File: src/rtl/rstio_regs.vh
// Purpose: Constants for the restart interrupt and serial I/O block.
// Assumes: Included by its bare name; definitions only.
// Notes:   Offsets are byte addresses on the AXI4-Lite register port.
//
// Behaviour
// - Fixed priority nmi, edge, hi, lo, general
// - Three restart masks; nonmaskable input unmasked
// - Maskable restart needs enable set, mask clear
// - Nonmaskable restarts regardless of enable, masks
// - Hi and lo levels sampled like general
// - Rising edge latches request until serviced
// - Edge latch cleared by set-mask or reset
// - Edge latch sets even while masked
// - Priority ignores routine currently running
// - Nonmaskable rearms only after low then high
// - Any service clears global enable until enable
// - First mask read after nmi shows saved
// - Mask read after maskable shows disabled
// - Hold and interrupt inputs synchronised first
// - Internal clock is input divided by two
// - Fixed restart vectors per input
// - Reset clears global interrupt enable
// - Serial in lands in status bit seven
`ifndef RSTIO_REGS_VH
`define RSTIO_REGS_VH

// Register byte offsets
`define RSTIO_OFF_CTRL     8'h00
`define RSTIO_OFF_STAT     8'h04
`define RSTIO_OFF_CMD      8'h08
`define RSTIO_OFF_LAST     8'h0C

// Set-mask word fields
`define RSTIO_CTRL_MASK_LO 0
`define RSTIO_CTRL_MASK_HI 2
`define RSTIO_CTRL_MSE     3
`define RSTIO_CTRL_ECLR    4
`define RSTIO_CTRL_SOE     6
`define RSTIO_CTRL_SOD     7

// Read-mask word fields
`define RSTIO_STAT_IE      3
`define RSTIO_STAT_PND_LO  4
`define RSTIO_STAT_PND_HI  6
`define RSTIO_STAT_SID     7

// Command word fields
`define RSTIO_CMD_EI       0
`define RSTIO_CMD_DI       1

// Reset values
`define RSTIO_MASK_RST     3'h7

// Restart vectors
`define RSTIO_VEC_NMI      8'h24
`define RSTIO_VEC_EDGE     8'h3C
`define RSTIO_VEC_HI       8'h34
`define RSTIO_VEC_LO       8'h2C
`define RSTIO_VEC_GEN      8'h00

// Bus responses
`define RSTIO_RESP_OKAY    2'h0
`define RSTIO_RESP_SLVERR  2'h2

// Clocking: core rate and least input rate, in MHz
`define RSTIO_CLK_MHZ      100
`define RSTIO_XIN_MIN_MHZ  1
`define RSTIO_DIV          2

`endif

File: src/rtl/rstio_clkdiv.v
// Purpose: Divide the input clock by two for the internal rate.
// Assumes: Runs from the core clock with the shared enable.
// Notes:   Tick marks one edge of each internal period.
`timescale 1ns/1ps
`default_nettype none
module rstio_clkdiv (
	input  wire clk_in,
	input  wire rst_in,
	input  wire en_in,
	output wire tick_out,
	output wire clk_out
);
	reg phase_q;  // Internal clock phase
	// Toggle once per input edge; one full period per two edges
	always @(posedge clk_in) begin
		if (rst_in) begin
			phase_q <= 1'b0;
		end else if (en_in) begin
			phase_q <= ~phase_q;
		end
	end
	assign tick_out = phase_q;
	assign clk_out  = phase_q;
endmodule
`default_nettype wire

File: src/rtl/rstio_sync.v
// Purpose: Two-stage synchroniser, one lane per bit.
// Assumes: Inputs are asynchronous pins.
// Notes:   First stage feeds only the second stage.
`timescale 1ns/1ps
`default_nettype none
module rstio_sync #(
	parameter WIDTH = 7
) (
	input  wire             clk_in,
	input  wire             rst_in,
	input  wire             en_in,
	input  wire [WIDTH-1:0] d_in,
	output wire [WIDTH-1:0] q_out
);
	genvar g;
	// One pair of flops per lane
	generate
		for (g = 0; g < WIDTH; g = g + 1) begin : g_lane
			reg meta_q;  // Possibly metastable stage
			reg stab_q;  // Stable stage
			always @(posedge clk_in) begin
				if (rst_in) begin
					meta_q <= 1'b0;
					stab_q <= 1'b0;
				end else if (en_in) begin
					meta_q <= d_in[g];
					stab_q <= meta_q;
				end
			end
			assign q_out[g] = stab_q;
		end
	endgenerate
endmodule
`default_nettype wire

File: src/rtl/rstio_top.v
// Purpose: Interrupt recognition, priority and serial bit port.
// Assumes: Core boundary strobe comes from logic on core_clk_in.
// Notes:   Mask read has a side effect on the saved enable.
`timescale 1ns/1ps
`default_nettype none
`include "rstio_regs.vh"
module rstio_top (
	input  wire        core_clk_in,
	input  wire        sys_rst_in,
	input  wire        clk_en_in,
	// AXI4-Lite write address
	input  wire [7:0]  s_axi_awaddr_in,
	input  wire        s_axi_awvalid_in,
	output wire        s_axi_awready_out,
	// AXI4-Lite write data
	input  wire [31:0] s_axi_wdata_in,
	input  wire [3:0]  s_axi_wstrb_in,
	input  wire        s_axi_wvalid_in,
	output wire        s_axi_wready_out,
	// AXI4-Lite write response
	output wire [1:0]  s_axi_bresp_out,
	output wire        s_axi_bvalid_out,
	input  wire        s_axi_bready_in,
	// AXI4-Lite read address
	input  wire [7:0]  s_axi_araddr_in,
	input  wire        s_axi_arvalid_in,
	output wire        s_axi_arready_out,
	// AXI4-Lite read data
	output wire [31:0] s_axi_rdata_out,
	output wire [1:0]  s_axi_rresp_out,
	output wire        s_axi_rvalid_out,
	input  wire        s_axi_rready_in,
	// Interrupt pins
	input  wire        nonmaskable_irq_in,
	input  wire        edge_restart_irq_in,
	input  wire        level_restart_irq_hi_in,
	input  wire        level_restart_irq_lo_in,
	input  wire        general_irq_in,
	input  wire        hold_req_in,
	input  wire        serial_in_line_in,
	// Instruction core side
	input  wire        core_boundary_in,
	output wire        restart_take_out,
	output wire [7:0]  restart_vec_out,
	output wire        restart_general_out,
	output wire        irq_acknowledge_n_out,
	output wire        irq_enable_out,
	output wire        hold_sync_out,
	output wire        serial_out_line_out,
	output wire        int_clk_out
);

	// Synchronised pin levels
	wire [6:0] sy;
	wire       sy_trap = sy[0];
	wire       sy_edge = sy[1];
	wire       sy_hi   = sy[2];
	wire       sy_lo   = sy[3];
	wire       sy_gen  = sy[4];
	wire       sy_sid  = sy[5];
	wire       tick;     // One core edge per internal period

	// Every asynchronous pin passes two flops before any logic reads it
	rstio_sync #(
		.WIDTH (7)
	) u_sync (
		.clk_in (core_clk_in),
		.rst_in (sys_rst_in),
		.en_in  (clk_en_in),
		.d_in   ({hold_req_in, serial_in_line_in, general_irq_in,
			level_restart_irq_lo_in, level_restart_irq_hi_in,
			edge_restart_irq_in, nonmaskable_irq_in}),
		.q_out  (sy)
	);

	// Internal clock at half the core rate
	rstio_clkdiv u_div (
		.clk_in   (core_clk_in),
		.rst_in   (sys_rst_in),
		.en_in    (clk_en_in),
		.tick_out (tick),
		.clk_out  (int_clk_out)
	);

	// Interrupt state
	reg [2:0]  mask_q;       // [0] lo, [1] hi, [2] edge
	reg        ie_q;         // Global enable
	reg        edge_flag_q;  // Latched edge request
	reg        edge_prev_q;  // Last edge level seen
	reg        trap_prev_q;  // Last nmi level seen
	reg        trap_armed_q; // Nmi rising edge awaiting service
	reg        saved_ie_q;   // Enable before the last nmi
	reg        saved_vld_q;  // Saved enable not yet read
	reg        hi_s_q;       // Hi level sampled at internal edge
	reg        lo_s_q;       // Lo level sampled at internal edge
	reg        gen_s_q;      // General level sampled at internal edge
	reg        sod_q;        // Serial out level
	reg        hold_q;       // Hold level for the core
	reg [7:0]  last_vec_q;   // Vector of the last service
	reg        take_q;       // Service pulse to the core
	reg [7:0]  vec_q;        // Vector offered with the pulse
	reg        gen_q;        // Service is for the general input
	reg        ack_n_q;      // Acknowledge, low for one cycle

	// Bus state
	reg        awready_q;
	reg        aw_full_q;
	reg [7:0]  aw_addr_q;
	reg        wready_q;
	reg        w_full_q;
	reg [31:0] w_data_q;
	reg [3:0]  w_strb_q;
	reg        bvalid_q;
	reg [1:0]  bresp_q;
	reg        arready_q;
	reg        rvalid_q;
	reg [31:0] rdata_q;
	reg [1:0]  rresp_q;

	// Edge detectors on synchronised levels
	wire edge_rise = sy_edge & ~edge_prev_q;
	wire trap_rise = sy_trap & ~trap_prev_q;

	// Requests qualified by masks and enable, general by enable only; nmi by neither
	wire req_trap = trap_armed_q & sy_trap;
	wire req_edge = edge_flag_q & ie_q & ~mask_q[2];
	wire req_hi   = hi_s_q & ie_q & ~mask_q[1];
	wire req_lo   = lo_s_q & ie_q & ~mask_q[0];
	wire req_gen  = gen_s_q & ie_q;
	wire req_any  = req_trap | req_edge | req_hi | req_lo | req_gen;

	// Service only at an internal edge on an instruction boundary;
	// the core needs one cycle to see the pulse before the next.
	wire service  = tick & core_boundary_in & req_any & ~take_q;

	// Winner by fixed order; running routine plays no part
	reg [7:0] win_vec;
	reg [2:0] win_id;   // 0 nmi, 1 edge, 2 hi, 3 lo, 4 general
	always @* begin
		win_vec = `RSTIO_VEC_GEN;
		win_id  = 3'h4;
		if (req_trap) begin
			win_vec = `RSTIO_VEC_NMI;
			win_id  = 3'h0;
		end else if (req_edge) begin
			win_vec = `RSTIO_VEC_EDGE;
			win_id  = 3'h1;
		end else if (req_hi) begin
			win_vec = `RSTIO_VEC_HI;
			win_id  = 3'h2;
		end else if (req_lo) begin
			win_vec = `RSTIO_VEC_LO;
			win_id  = 3'h3;
		end
	end

	// Bus decode
	wire aw_take = s_axi_awvalid_in & awready_q;
	wire w_take  = s_axi_wvalid_in & wready_q;
	wire ar_take = s_axi_arvalid_in & arready_q;
	wire do_wr   = aw_full_q & w_full_q & ~bvalid_q;
	wire wr_lane = do_wr & w_strb_q[0];  // Fields all sit in byte 0
	wire wr_ctrl = wr_lane & (aw_addr_q == `RSTIO_OFF_CTRL);
	wire wr_cmd  = wr_lane & (aw_addr_q == `RSTIO_OFF_CMD);
	wire wr_ok   = (aw_addr_q == `RSTIO_OFF_CTRL) |
		(aw_addr_q == `RSTIO_OFF_CMD);
	wire rd_stat = ar_take & (s_axi_araddr_in == `RSTIO_OFF_STAT);

	// Read-mask word; saved enable shows once after nmi
	wire [7:0] stat_word = {sy_sid,
		edge_flag_q, hi_s_q, lo_s_q,
		(saved_vld_q ? saved_ie_q : ie_q),
		mask_q};

	// Read data mux
	reg [31:0] rd_mux;
	reg        rd_hit;
	always @* begin
		rd_mux = 32'h0;
		rd_hit = 1'b1;
		case (s_axi_araddr_in)
			`RSTIO_OFF_CTRL: begin
				rd_mux = {24'h0, sod_q, 4'h0, mask_q};
			end
			`RSTIO_OFF_STAT: begin
				rd_mux = {24'h0, stat_word};
			end
			`RSTIO_OFF_CMD: begin
				rd_mux = {31'h0, ie_q};
			end
			`RSTIO_OFF_LAST: begin
				rd_mux = {24'h0, last_vec_q};
			end
			default: begin
				rd_hit = 1'b0;
			end
		endcase
	end

	// Interrupt state machine; clock enable freezes everything
	always @(posedge core_clk_in) begin
		if (sys_rst_in) begin
			mask_q       <= `RSTIO_MASK_RST;
			ie_q         <= 1'b0;
			edge_flag_q  <= 1'b0;
			edge_prev_q  <= 1'b0;
			trap_prev_q  <= 1'b0;
			trap_armed_q <= 1'b0;
			saved_ie_q   <= 1'b0;
			saved_vld_q  <= 1'b0;
			hi_s_q       <= 1'b0;
			lo_s_q       <= 1'b0;
			gen_s_q      <= 1'b0;
			sod_q        <= 1'b0;
			hold_q       <= 1'b0;
			last_vec_q   <= 8'h00;
			take_q       <= 1'b0;
			vec_q        <= 8'h00;
			gen_q        <= 1'b0;
			ack_n_q      <= 1'b1;
		end else if (clk_en_in) begin
			edge_prev_q <= sy_edge;
			trap_prev_q <= sy_trap;
			hold_q      <= sy[6];
			// Levels are sampled once per internal period
			if (tick) begin
				hi_s_q  <= sy_hi;
				lo_s_q  <= sy_lo;
				gen_s_q <= sy_gen;
			end
			// Edge latch: a new edge beats any clear in the same cycle
			if (edge_rise) begin
				edge_flag_q <= 1'b1;
			end else if (service & (win_id == 3'h1)) begin
				edge_flag_q <= 1'b0;
			end else if (wr_ctrl & w_data_q[`RSTIO_CTRL_ECLR]) begin
				edge_flag_q <= 1'b0;
			end
			// Nmi arms on a rise only; a held level cannot retrigger
			if (trap_rise) begin
				trap_armed_q <= 1'b1;
			end else if (service & (win_id == 3'h0)) begin
				trap_armed_q <= 1'b0;
			end
			// Set-mask write: masks and serial out each gated
			if (wr_ctrl) begin
				if (w_data_q[`RSTIO_CTRL_MSE]) begin
					mask_q <= w_data_q[`RSTIO_CTRL_MASK_HI:`RSTIO_CTRL_MASK_LO];
				end
				if (w_data_q[`RSTIO_CTRL_SOE]) begin
					sod_q <= w_data_q[`RSTIO_CTRL_SOD];
				end
			end
			// Global enable: service beats a same-cycle enable
			if (service) begin
				ie_q <= 1'b0;
			end else if (wr_cmd & w_data_q[`RSTIO_CMD_EI]) begin
				ie_q <= 1'b1;
			end else if (wr_cmd & w_data_q[`RSTIO_CMD_DI]) begin
				ie_q <= 1'b0;
			end
			// Saved enable: an nmi service beats a same-cycle read
			if (service & (win_id == 3'h0)) begin
				saved_ie_q  <= ie_q;
				saved_vld_q <= 1'b1;
			end else if (rd_stat) begin
				saved_vld_q <= 1'b0;
			end
			// Offer the service to the core
			take_q  <= service;
			ack_n_q <= ~(service & (win_id == 3'h4));
			if (service) begin
				vec_q      <= win_vec;
				gen_q      <= (win_id == 3'h4);
				last_vec_q <= win_vec;
			end
		end
	end

	// AXI4-Lite write channel: address and data in either order
	always @(posedge core_clk_in) begin
		if (sys_rst_in) begin
			awready_q <= 1'b1;
			aw_full_q <= 1'b0;
			aw_addr_q <= 8'h00;
			wready_q  <= 1'b1;
			w_full_q  <= 1'b0;
			w_data_q  <= 32'h0;
			w_strb_q  <= 4'h0;
			bvalid_q  <= 1'b0;
			bresp_q   <= `RSTIO_RESP_OKAY;
		end else if (clk_en_in) begin
			if (aw_take) begin
				awready_q <= 1'b0;
				aw_full_q <= 1'b1;
				aw_addr_q <= {s_axi_awaddr_in[7:2], 2'h0};
			end
			if (w_take) begin
				wready_q <= 1'b0;
				w_full_q <= 1'b1;
				w_data_q <= s_axi_wdata_in;
				w_strb_q <= s_axi_wstrb_in;
			end
			// Both halves held: perform and answer
			if (do_wr) begin
				aw_full_q <= 1'b0;
				w_full_q  <= 1'b0;
				awready_q <= 1'b1;
				wready_q  <= 1'b1;
				bvalid_q  <= 1'b1;
				bresp_q   <= wr_ok ? `RSTIO_RESP_OKAY : `RSTIO_RESP_SLVERR;
			end else if (bvalid_q & s_axi_bready_in) begin
				bvalid_q <= 1'b0;
			end
		end
	end

	// AXI4-Lite read channel: one read under way at a time
	always @(posedge core_clk_in) begin
		if (sys_rst_in) begin
			arready_q <= 1'b1;
			rvalid_q  <= 1'b0;
			rdata_q   <= 32'h0;
			rresp_q   <= `RSTIO_RESP_OKAY;
		end else if (clk_en_in) begin
			if (ar_take) begin
				arready_q <= 1'b0;
				rvalid_q  <= 1'b1;
				rdata_q   <= rd_mux;
				rresp_q   <= rd_hit ? `RSTIO_RESP_OKAY : `RSTIO_RESP_SLVERR;
			end else if (rvalid_q & s_axi_rready_in) begin
				rvalid_q  <= 1'b0;
				arready_q <= 1'b1;
			end
		end
	end

	// Outputs straight from flops
	assign s_axi_awready_out     = awready_q;
	assign s_axi_wready_out      = wready_q;
	assign s_axi_bvalid_out      = bvalid_q;
	assign s_axi_bresp_out       = bresp_q;
	assign s_axi_arready_out     = arready_q;
	assign s_axi_rvalid_out      = rvalid_q;
	assign s_axi_rdata_out       = rdata_q;
	assign s_axi_rresp_out       = rresp_q;
	assign restart_take_out      = take_q;
	assign restart_vec_out       = vec_q;
	assign restart_general_out   = gen_q;
	assign irq_acknowledge_n_out = ack_n_q;
	assign irq_enable_out        = ie_q;
	assign hold_sync_out         = hold_q;
	assign serial_out_line_out   = sod_q;

endmodule
`default_nettype wire

File: config.mk
export PLATFORM = sky130hd
export DESIGN_NAME = rstio_top
export DESIGN_NICKNAME = d
export VERILOG_FILES = /design/src/rtl/rstio_clkdiv.v /design/src/rtl/rstio_sync.v /design/src/rtl/rstio_top.v
export VERILOG_INCLUDE_DIRS = /design/src /design/src/rtl
export SDC_FILE = /design/constraint.sdc
export NUM_CORES = 1
export LEC_CHECK = 0
export ABC_AREA = 0
export CORE_MARGIN = 3
export CORE_UTILIZATION = 50
export DETAILED_ROUTE_END_ITERATION = 8
export DONT_BUFFER_PORTS = 1
export HOLD_SLACK_MARGIN = 0.03
export PLACE_DENSITY = 0.63
export SETUP_SLACK_MARGIN = 0.1
export SLEW_MARGIN = 20
export SYNTH_ARGS = -nofsm -noshare
export SYNTH_HDL_FRONTEND = slang
export SYNTH_SLANG_ARGS = --single-unit
File: constraint.sdc
create_clock -name core_clk_in -period 5.2 [get_ports core_clk_in]
set_input_delay 0.26 -clock core_clk_in [delete_from_list [all_inputs] [get_ports core_clk_in]]
set_output_delay 0.26 -clock core_clk_in [all_outputs]
set_load 0.02 [all_outputs]
==> results.yml, run 1 <==
clocking:
  cts_sinks: 67
  clk_pin_slew_ns: 0.06
  cts_resized: 0
  clk_path_buf_depth: 2
  cts_setup_buffers: 0
  cts_tree: "done"
  cts_root_buf: "clkbuf_8"
  cts_max_level: 3
  cts_buffers: 9
  clkLatencyLatePin_ns: 0.33
worst_setup_path:
  critPathCaptureType: "register"
  cpLargestDelayFamily: "simple AND/OR/NAND/NOR gates"
  start_kind: "register"
  cp.arrival_ns: 2.14
  worst-endpoint-required_ns: 5.43
  worstPathCellList: "or4_4 > or4_4 > o21a_1 > o211a_1"
  cpMostUsedCell: "or4_4"
  cp_slowest_cell: "or4_4"
  max_stage_delay_ns: 0.56
  path_max_fanout: 5
  crit_buf_inv: 0
  worstSetupPathType: "reg -> reg"
grt:
  antenna_found_initial: 0
  grt_max_degree: 52
  grt_pass1_wl_um: 8960
  gr-total-overflow: 0
  grt_use_total: 0.179
  grt_pass1_vias: 1911
die:
  rows: 26
  start_util: 0.539
  ioPinCount: 124
  die_area_sq_um: 6660
  coreArea_sq_um: 5300
  die_y_um: 81.6
  die_x_um: 81.6
status:
  status: "finished clean"
synthesis:
  synth_compound_area_frac: 0.0971
  synthMuxAreaShare: 0.109
  synth_top_family_by_area: "simple AND/OR/NAND/NOR gates"
  ys_ff_latch: 67
  synth_fa_ha_area_frac: 0
  ys_async_sr_fraction: 0
  synthTopCellsByArea: "dfxtp_1, mux2i_1, buf_4"
  synth_area_sq_um: 2860
  synth.most_common_cell: "dfxtp_1"
  avgSynthCellArea_sq_um: 8.75
  seq_area_frac_synth: 0.469
  yosysWarnings: 0
  synth_cell_types: 40
  synth_simple_gate_area_share: 0.213
  synth_top_area_cell: "dfxtp_1"
  synth_common_cells: "dfxtp_1, nand2_1, nor2_1"
  synth_top_flop_cell: "dfxtp_1"
  synth-edff-count: 0
  synth_top_area_frac: 0.469
  synthXorXnorAreaFrac: 0.00306
  syn_inst: 327
detailed_routing:
  drtIter0Drc: 111
  drt_wl_total_um: 5690
  wl_per_cell_um: 14.3
  first_pass_iters: 5
  ant_nets: 0
  num_vias: 2109
  vias_per_cell: 5.31
  drcViolationCount: 0
finish:
  num-fill-cells: 531
  area_delta_synth_final_pct: 3.50
  finalNetCount: 390
  drive_above_1_share: 0.0612
  n_antenna_cell: 0
  stdcell_area_sq_um: 2960
placement:
  portBuffers: 0
  gp_congestion: 0.781
  place_area_sq_um: 2770
  place_hpwl_um: 3950
timing:
  relSlewSlack: 0.616
  timing.fmax_mhz: 523
  worst_pin_slew_ns: 0.571
  finalCriticalPeriod_ns: 1.91
  skew_ns: 0.00435
  setup_tns_ns: 0
  final_max_slew_viol_count: 0
  rsz0062_at_grt: "false"
  hold_viol_final: 0
  fin_crit_sh: 0.368
  setup_violations: 0
power_and_ir_drop:
  vdd_drop_max_mv: 0.202
  power.leakage_nw: 1.20
  power_density_nw_per_um2: 336
hold_path:
  worstHoldPathType: "in -> reg"
job:
  maxCapViolations: 0
-- flip-flops by register name, indices dropped and copies added, names as in the netlist, 3 cells and up --
signal                cells
u_sync.g_lane.meta_q      7
mask_q                    3
s_axi_rdata_out           8
aw_addr_q                 6
w_data_q                  7
u_sync.g_lane.stab_q      7
restart_vec_out           3
-- final timing paths --
| check | start | slack (ns) | depth (start not counted) | end |
|---|---|---|---|---|
| min reg2reg | w_data_q[4] | 0.45 | 2 | w_data_q[4] |
| max reg2reg | aw_addr_q[2] | 3.29 | 4 | irq_enable_out |
| max | aw_addr_q[2] | 3.29 | 4 | irq_enable_out |
| min | s_axi_wstrb_in[0] | 0.06 | 2 | w_strb_q[0] |
-- cell type report --
cell class	instances	area [sq um]	share of cell area
clock buffer	14	163	0.0549
clock inverter	2	10.0	0.00338
inverter	5	18.8	0.00634
multi-input combinational	238	1320	0.446
sequential	67	1340	0.453
tap	70	87.6	0.0296
timing repair buffer	1	20.0	0.00676
-- cell usage in the layout, fill, tap and decap left out, types with 3 or more instances in the layout --
master and count:
a21oi_1 23, a31oi_1 3, and3_1 3, clkbuf_1 3
clkbuf_8 11, conb_1 30, dfxtp_1 67, inv_1 5
mux2i_1 30, nand2_1 50, nand3_1 11, nor2_1 37
nor2b_1 3, nor3_1 5, o21a_1 3, o21ai_0 7
-- logic make-up after synthesis --
group	after synthesis
AOI/OAI and AO/OA	47
xor gates and xnor gates	1
buffers and inverters	51
DFF	67
muxes	31
other	1
and+or+nand+nor	129
-- power by group --
| group | total [mW] | switching, mW | leakage, nW | internal [mW] |
|---|---|---|---|---|
| Combinational | 0.0686 | 0.0461 | 0.569 | 0.0225 |
| Clock | 0.378 | 0.180 | 0.0905 | 0.198 |
| Sequential | 0.547 | 0.0178 | 0.545 | 0.529 |
-- worst register-to-register path: stages (launching register included) --
cell,delay [ns]
dfxtp_1,0.31
or4_4,0.56
or4_4,0.53
o21a_1,0.20
o211a_1,0.21
-- stage by stage --
stage	cells	setup slack, ns	total power, mW	util	hold WS (ns)
2_1_floorplan	356	3.36	0.638	-	0.396
3_3_place_gp	380	3.30	0.618	0.522	0.336
3_5_place_dp	380	3.29	0.620	0.522	0.339
4_1_cts	397	3.28	1.01	0.558	0.0493
5_1_grt	397	3.18	1.04	0.558	0.0602
6_report	397	3.29	0.994	0.558	0.0642
-- layer usage --
metal / track usage / vias to the layer above / part of all wire
li1: - / 1049 / -
met1: 0.231 / 967 / 0.44
met2: 0.268 / 81 / 0.45
met3: 0.0537 / 12 / 0.088
met4: 0.0947 / 0 / 0.021
met5: 0 / - / 0
-- repair_timing --
action	in CTS	in global routing
hold buffers	1	0
endpoints found under the hold margin	51	0
endpoints found under the setup margin	0	0
Power figures use the tool's default switching activity.
==> run 2: changes to the inputs <==
==> constraint.sdc (replaced) <==
create_clock -name core_clk_in -period 1.8 [get_ports core_clk_in]
set_input_delay 0.09 -clock core_clk_in [delete_from_list [all_inputs] [get_ports core_clk_in]]
set_output_delay 0.09 -clock core_clk_in [all_outputs]
set_load 0.02 [all_outputs]
==> results.yml, run 2 (same netlist as run 1, synthesis figures left out) <==
status:
  status: "finished, violations left"
  violations: "setup timing"
grt:
  grt_pass1_vias: 2191
  gr-total-overflow: 0
  grt_use_total: 0.204
  antenna_found_initial: 0
  grt_pass1_wl_um: 10400
  grt_max_degree: 56
worst_setup_path:
  worst-endpoint-required_ns: 2.07
  path_max_fanout: 3
  worstSetupPathType: "reg -> reg"
  ff2ff_setup_slack_ns: -0.06
  critPathCaptureType: "register"
  start_kind: "register"
  cp_slowest_cell: "or4_4"
  cp.arrival_ns: 2.13
  cpMostUsedCell: "or4_4"
  max_stage_delay_ns: 0.53
  worstPathCellList: "or4_4 > or4_4 > buf_4 > nand4bb_1 > a21oi_1"
power_and_ir_drop:
  power_mw: 3.06
  power.leakage_nw: 1.42
  power_density_nw_per_um2: 899
  vdd_drop_max_mv: 0.594
detailed_routing:
  highest_layer: "met4"
  vias_per_cell: 5.11
  drtIter0Drc: 57
  drt_wl_total_um: 6280
  wl_per_cell_um: 14.3
  num_vias: 2249
  first_pass_iters: 4
  wl_met1_um: 2770
  dr_wl_met3_um: 504
  drcViolationCount: 0
  ant_nets: 0
  wl_met2_um: 2910
clocking:
  cts_sinks: 67
  clk_pin_slew_ns: 0.07
  clkLatencyLatePin_ns: 0.33
  clk_path_buf_depth: 2
  cts_tree: "done"
  cts_buffers: 9
  cts_root_buf: "clkbuf_8"
  cts_max_level: 3
timing:
  finalCriticalPeriod_ns: 1.86
  skew_ns: 0.00631
  timing.fmax_mhz: 537
  rsz0062_at_grt: "true"
  setup_violations: 2
  fin_hold_ws_ns: 0.0353
  fin_crit_sh: 1.03
  final_max_slew_viol_count: 0
  setup_slack_ns: -0.0611
  hold_viol_final: 0
die:
  ioPinCount: 124
  die_y_um: 81.6
  coreArea_sq_um: 5300
  die_x_um: 81.6
  die_area_sq_um: 6660
  start_util: 0.539
  rows: 26
finish:
  stdcell_area_sq_um: 3400
  layout_commonest_cell: "dfxtp_1"
  n_antenna_cell: 0
  drive_above_1_share: 0.0946
  largest_register_ffs: 8
  area_delta_synth_final_pct: 18.8
  finalNetCount: 435
  utilization: 0.641
  layout_common_cells: "dfxtp_1, nand2_1, nor2_1"
placement:
  portBuffers: 0
  place_area_sq_um: 2850
  gp_congestion: 0.784
  pre_cts_ws_ns: -0.0910
  place_hpwl_um: 4000
hold_path:
  worstHoldPathType: "in -> reg"
job:
  maxCapViolations: 0
==> run 2: cell type report <==
type | instances | area [sq um]
Clock buffer | 11 | 141
Clock inverter | 3 | 40.0
Fill cell | 468 | 1900
Inverter | 5 | 18.8
Multi-Input combinational cell | 238 | 1320
Sequential cell | 67 | 1340
Tap cell | 70 | 87.6
Timing Repair Buffer | 46 | 448
==> run 2: path summary, 6_finish.rpt <==
check	start	to	depth (start not counted)
hold / removal	sys_rst_in	mask_q[2]	2
setup / recovery	aw_addr_q[2]	serial_out_line_out	5
setup reg to reg	aw_addr_q[2]	serial_out_line_out	5
hold reg to reg	w_data_q[7]	w_data_q[7]	2
==> run 2: critical path, delay by kind of cell (launching register included) <==
kind	cells	cell delay (ns)
compound gates	1	0.12
buf+inv	1	0.16
simple gates	3	1.20
flops	1	0.32
==> run 2: metal layers <==
metal,vias to the layer above,track usage
li1,1125,-
met1,1036,0.253
met2,77,0.331
met3,11,0.0636
met4,0,0.0781
met5,-,0
==> run 2: through the flow <==
step,cells,setup TNS (ns)
after floorplan,356,-0.0402
after global placement,391,-0.0612
after detailed placement,391,-0.109
after CTS,440,-0.173
after global routing,440,-0.594
final,440,-0.120
==> run 2: what timing repair did <==
item / 4_1_cts / 5_1_grt
endpoints found under the setup margin: 5 / 6
hold buffers: 33 / 0
endpoints found under the hold margin: 61 / 0
resized for setup: 0 / 1
pin swaps: 2 / 1
buffers inserted: 2 / 0
==> run 2: power breakdown <==
group	internal, mW	switching, mW	total [mW]
sequential	1.53	0.0445	1.57
combinational	0.125	0.173	0.299
clock	0.658	0.524	1.18
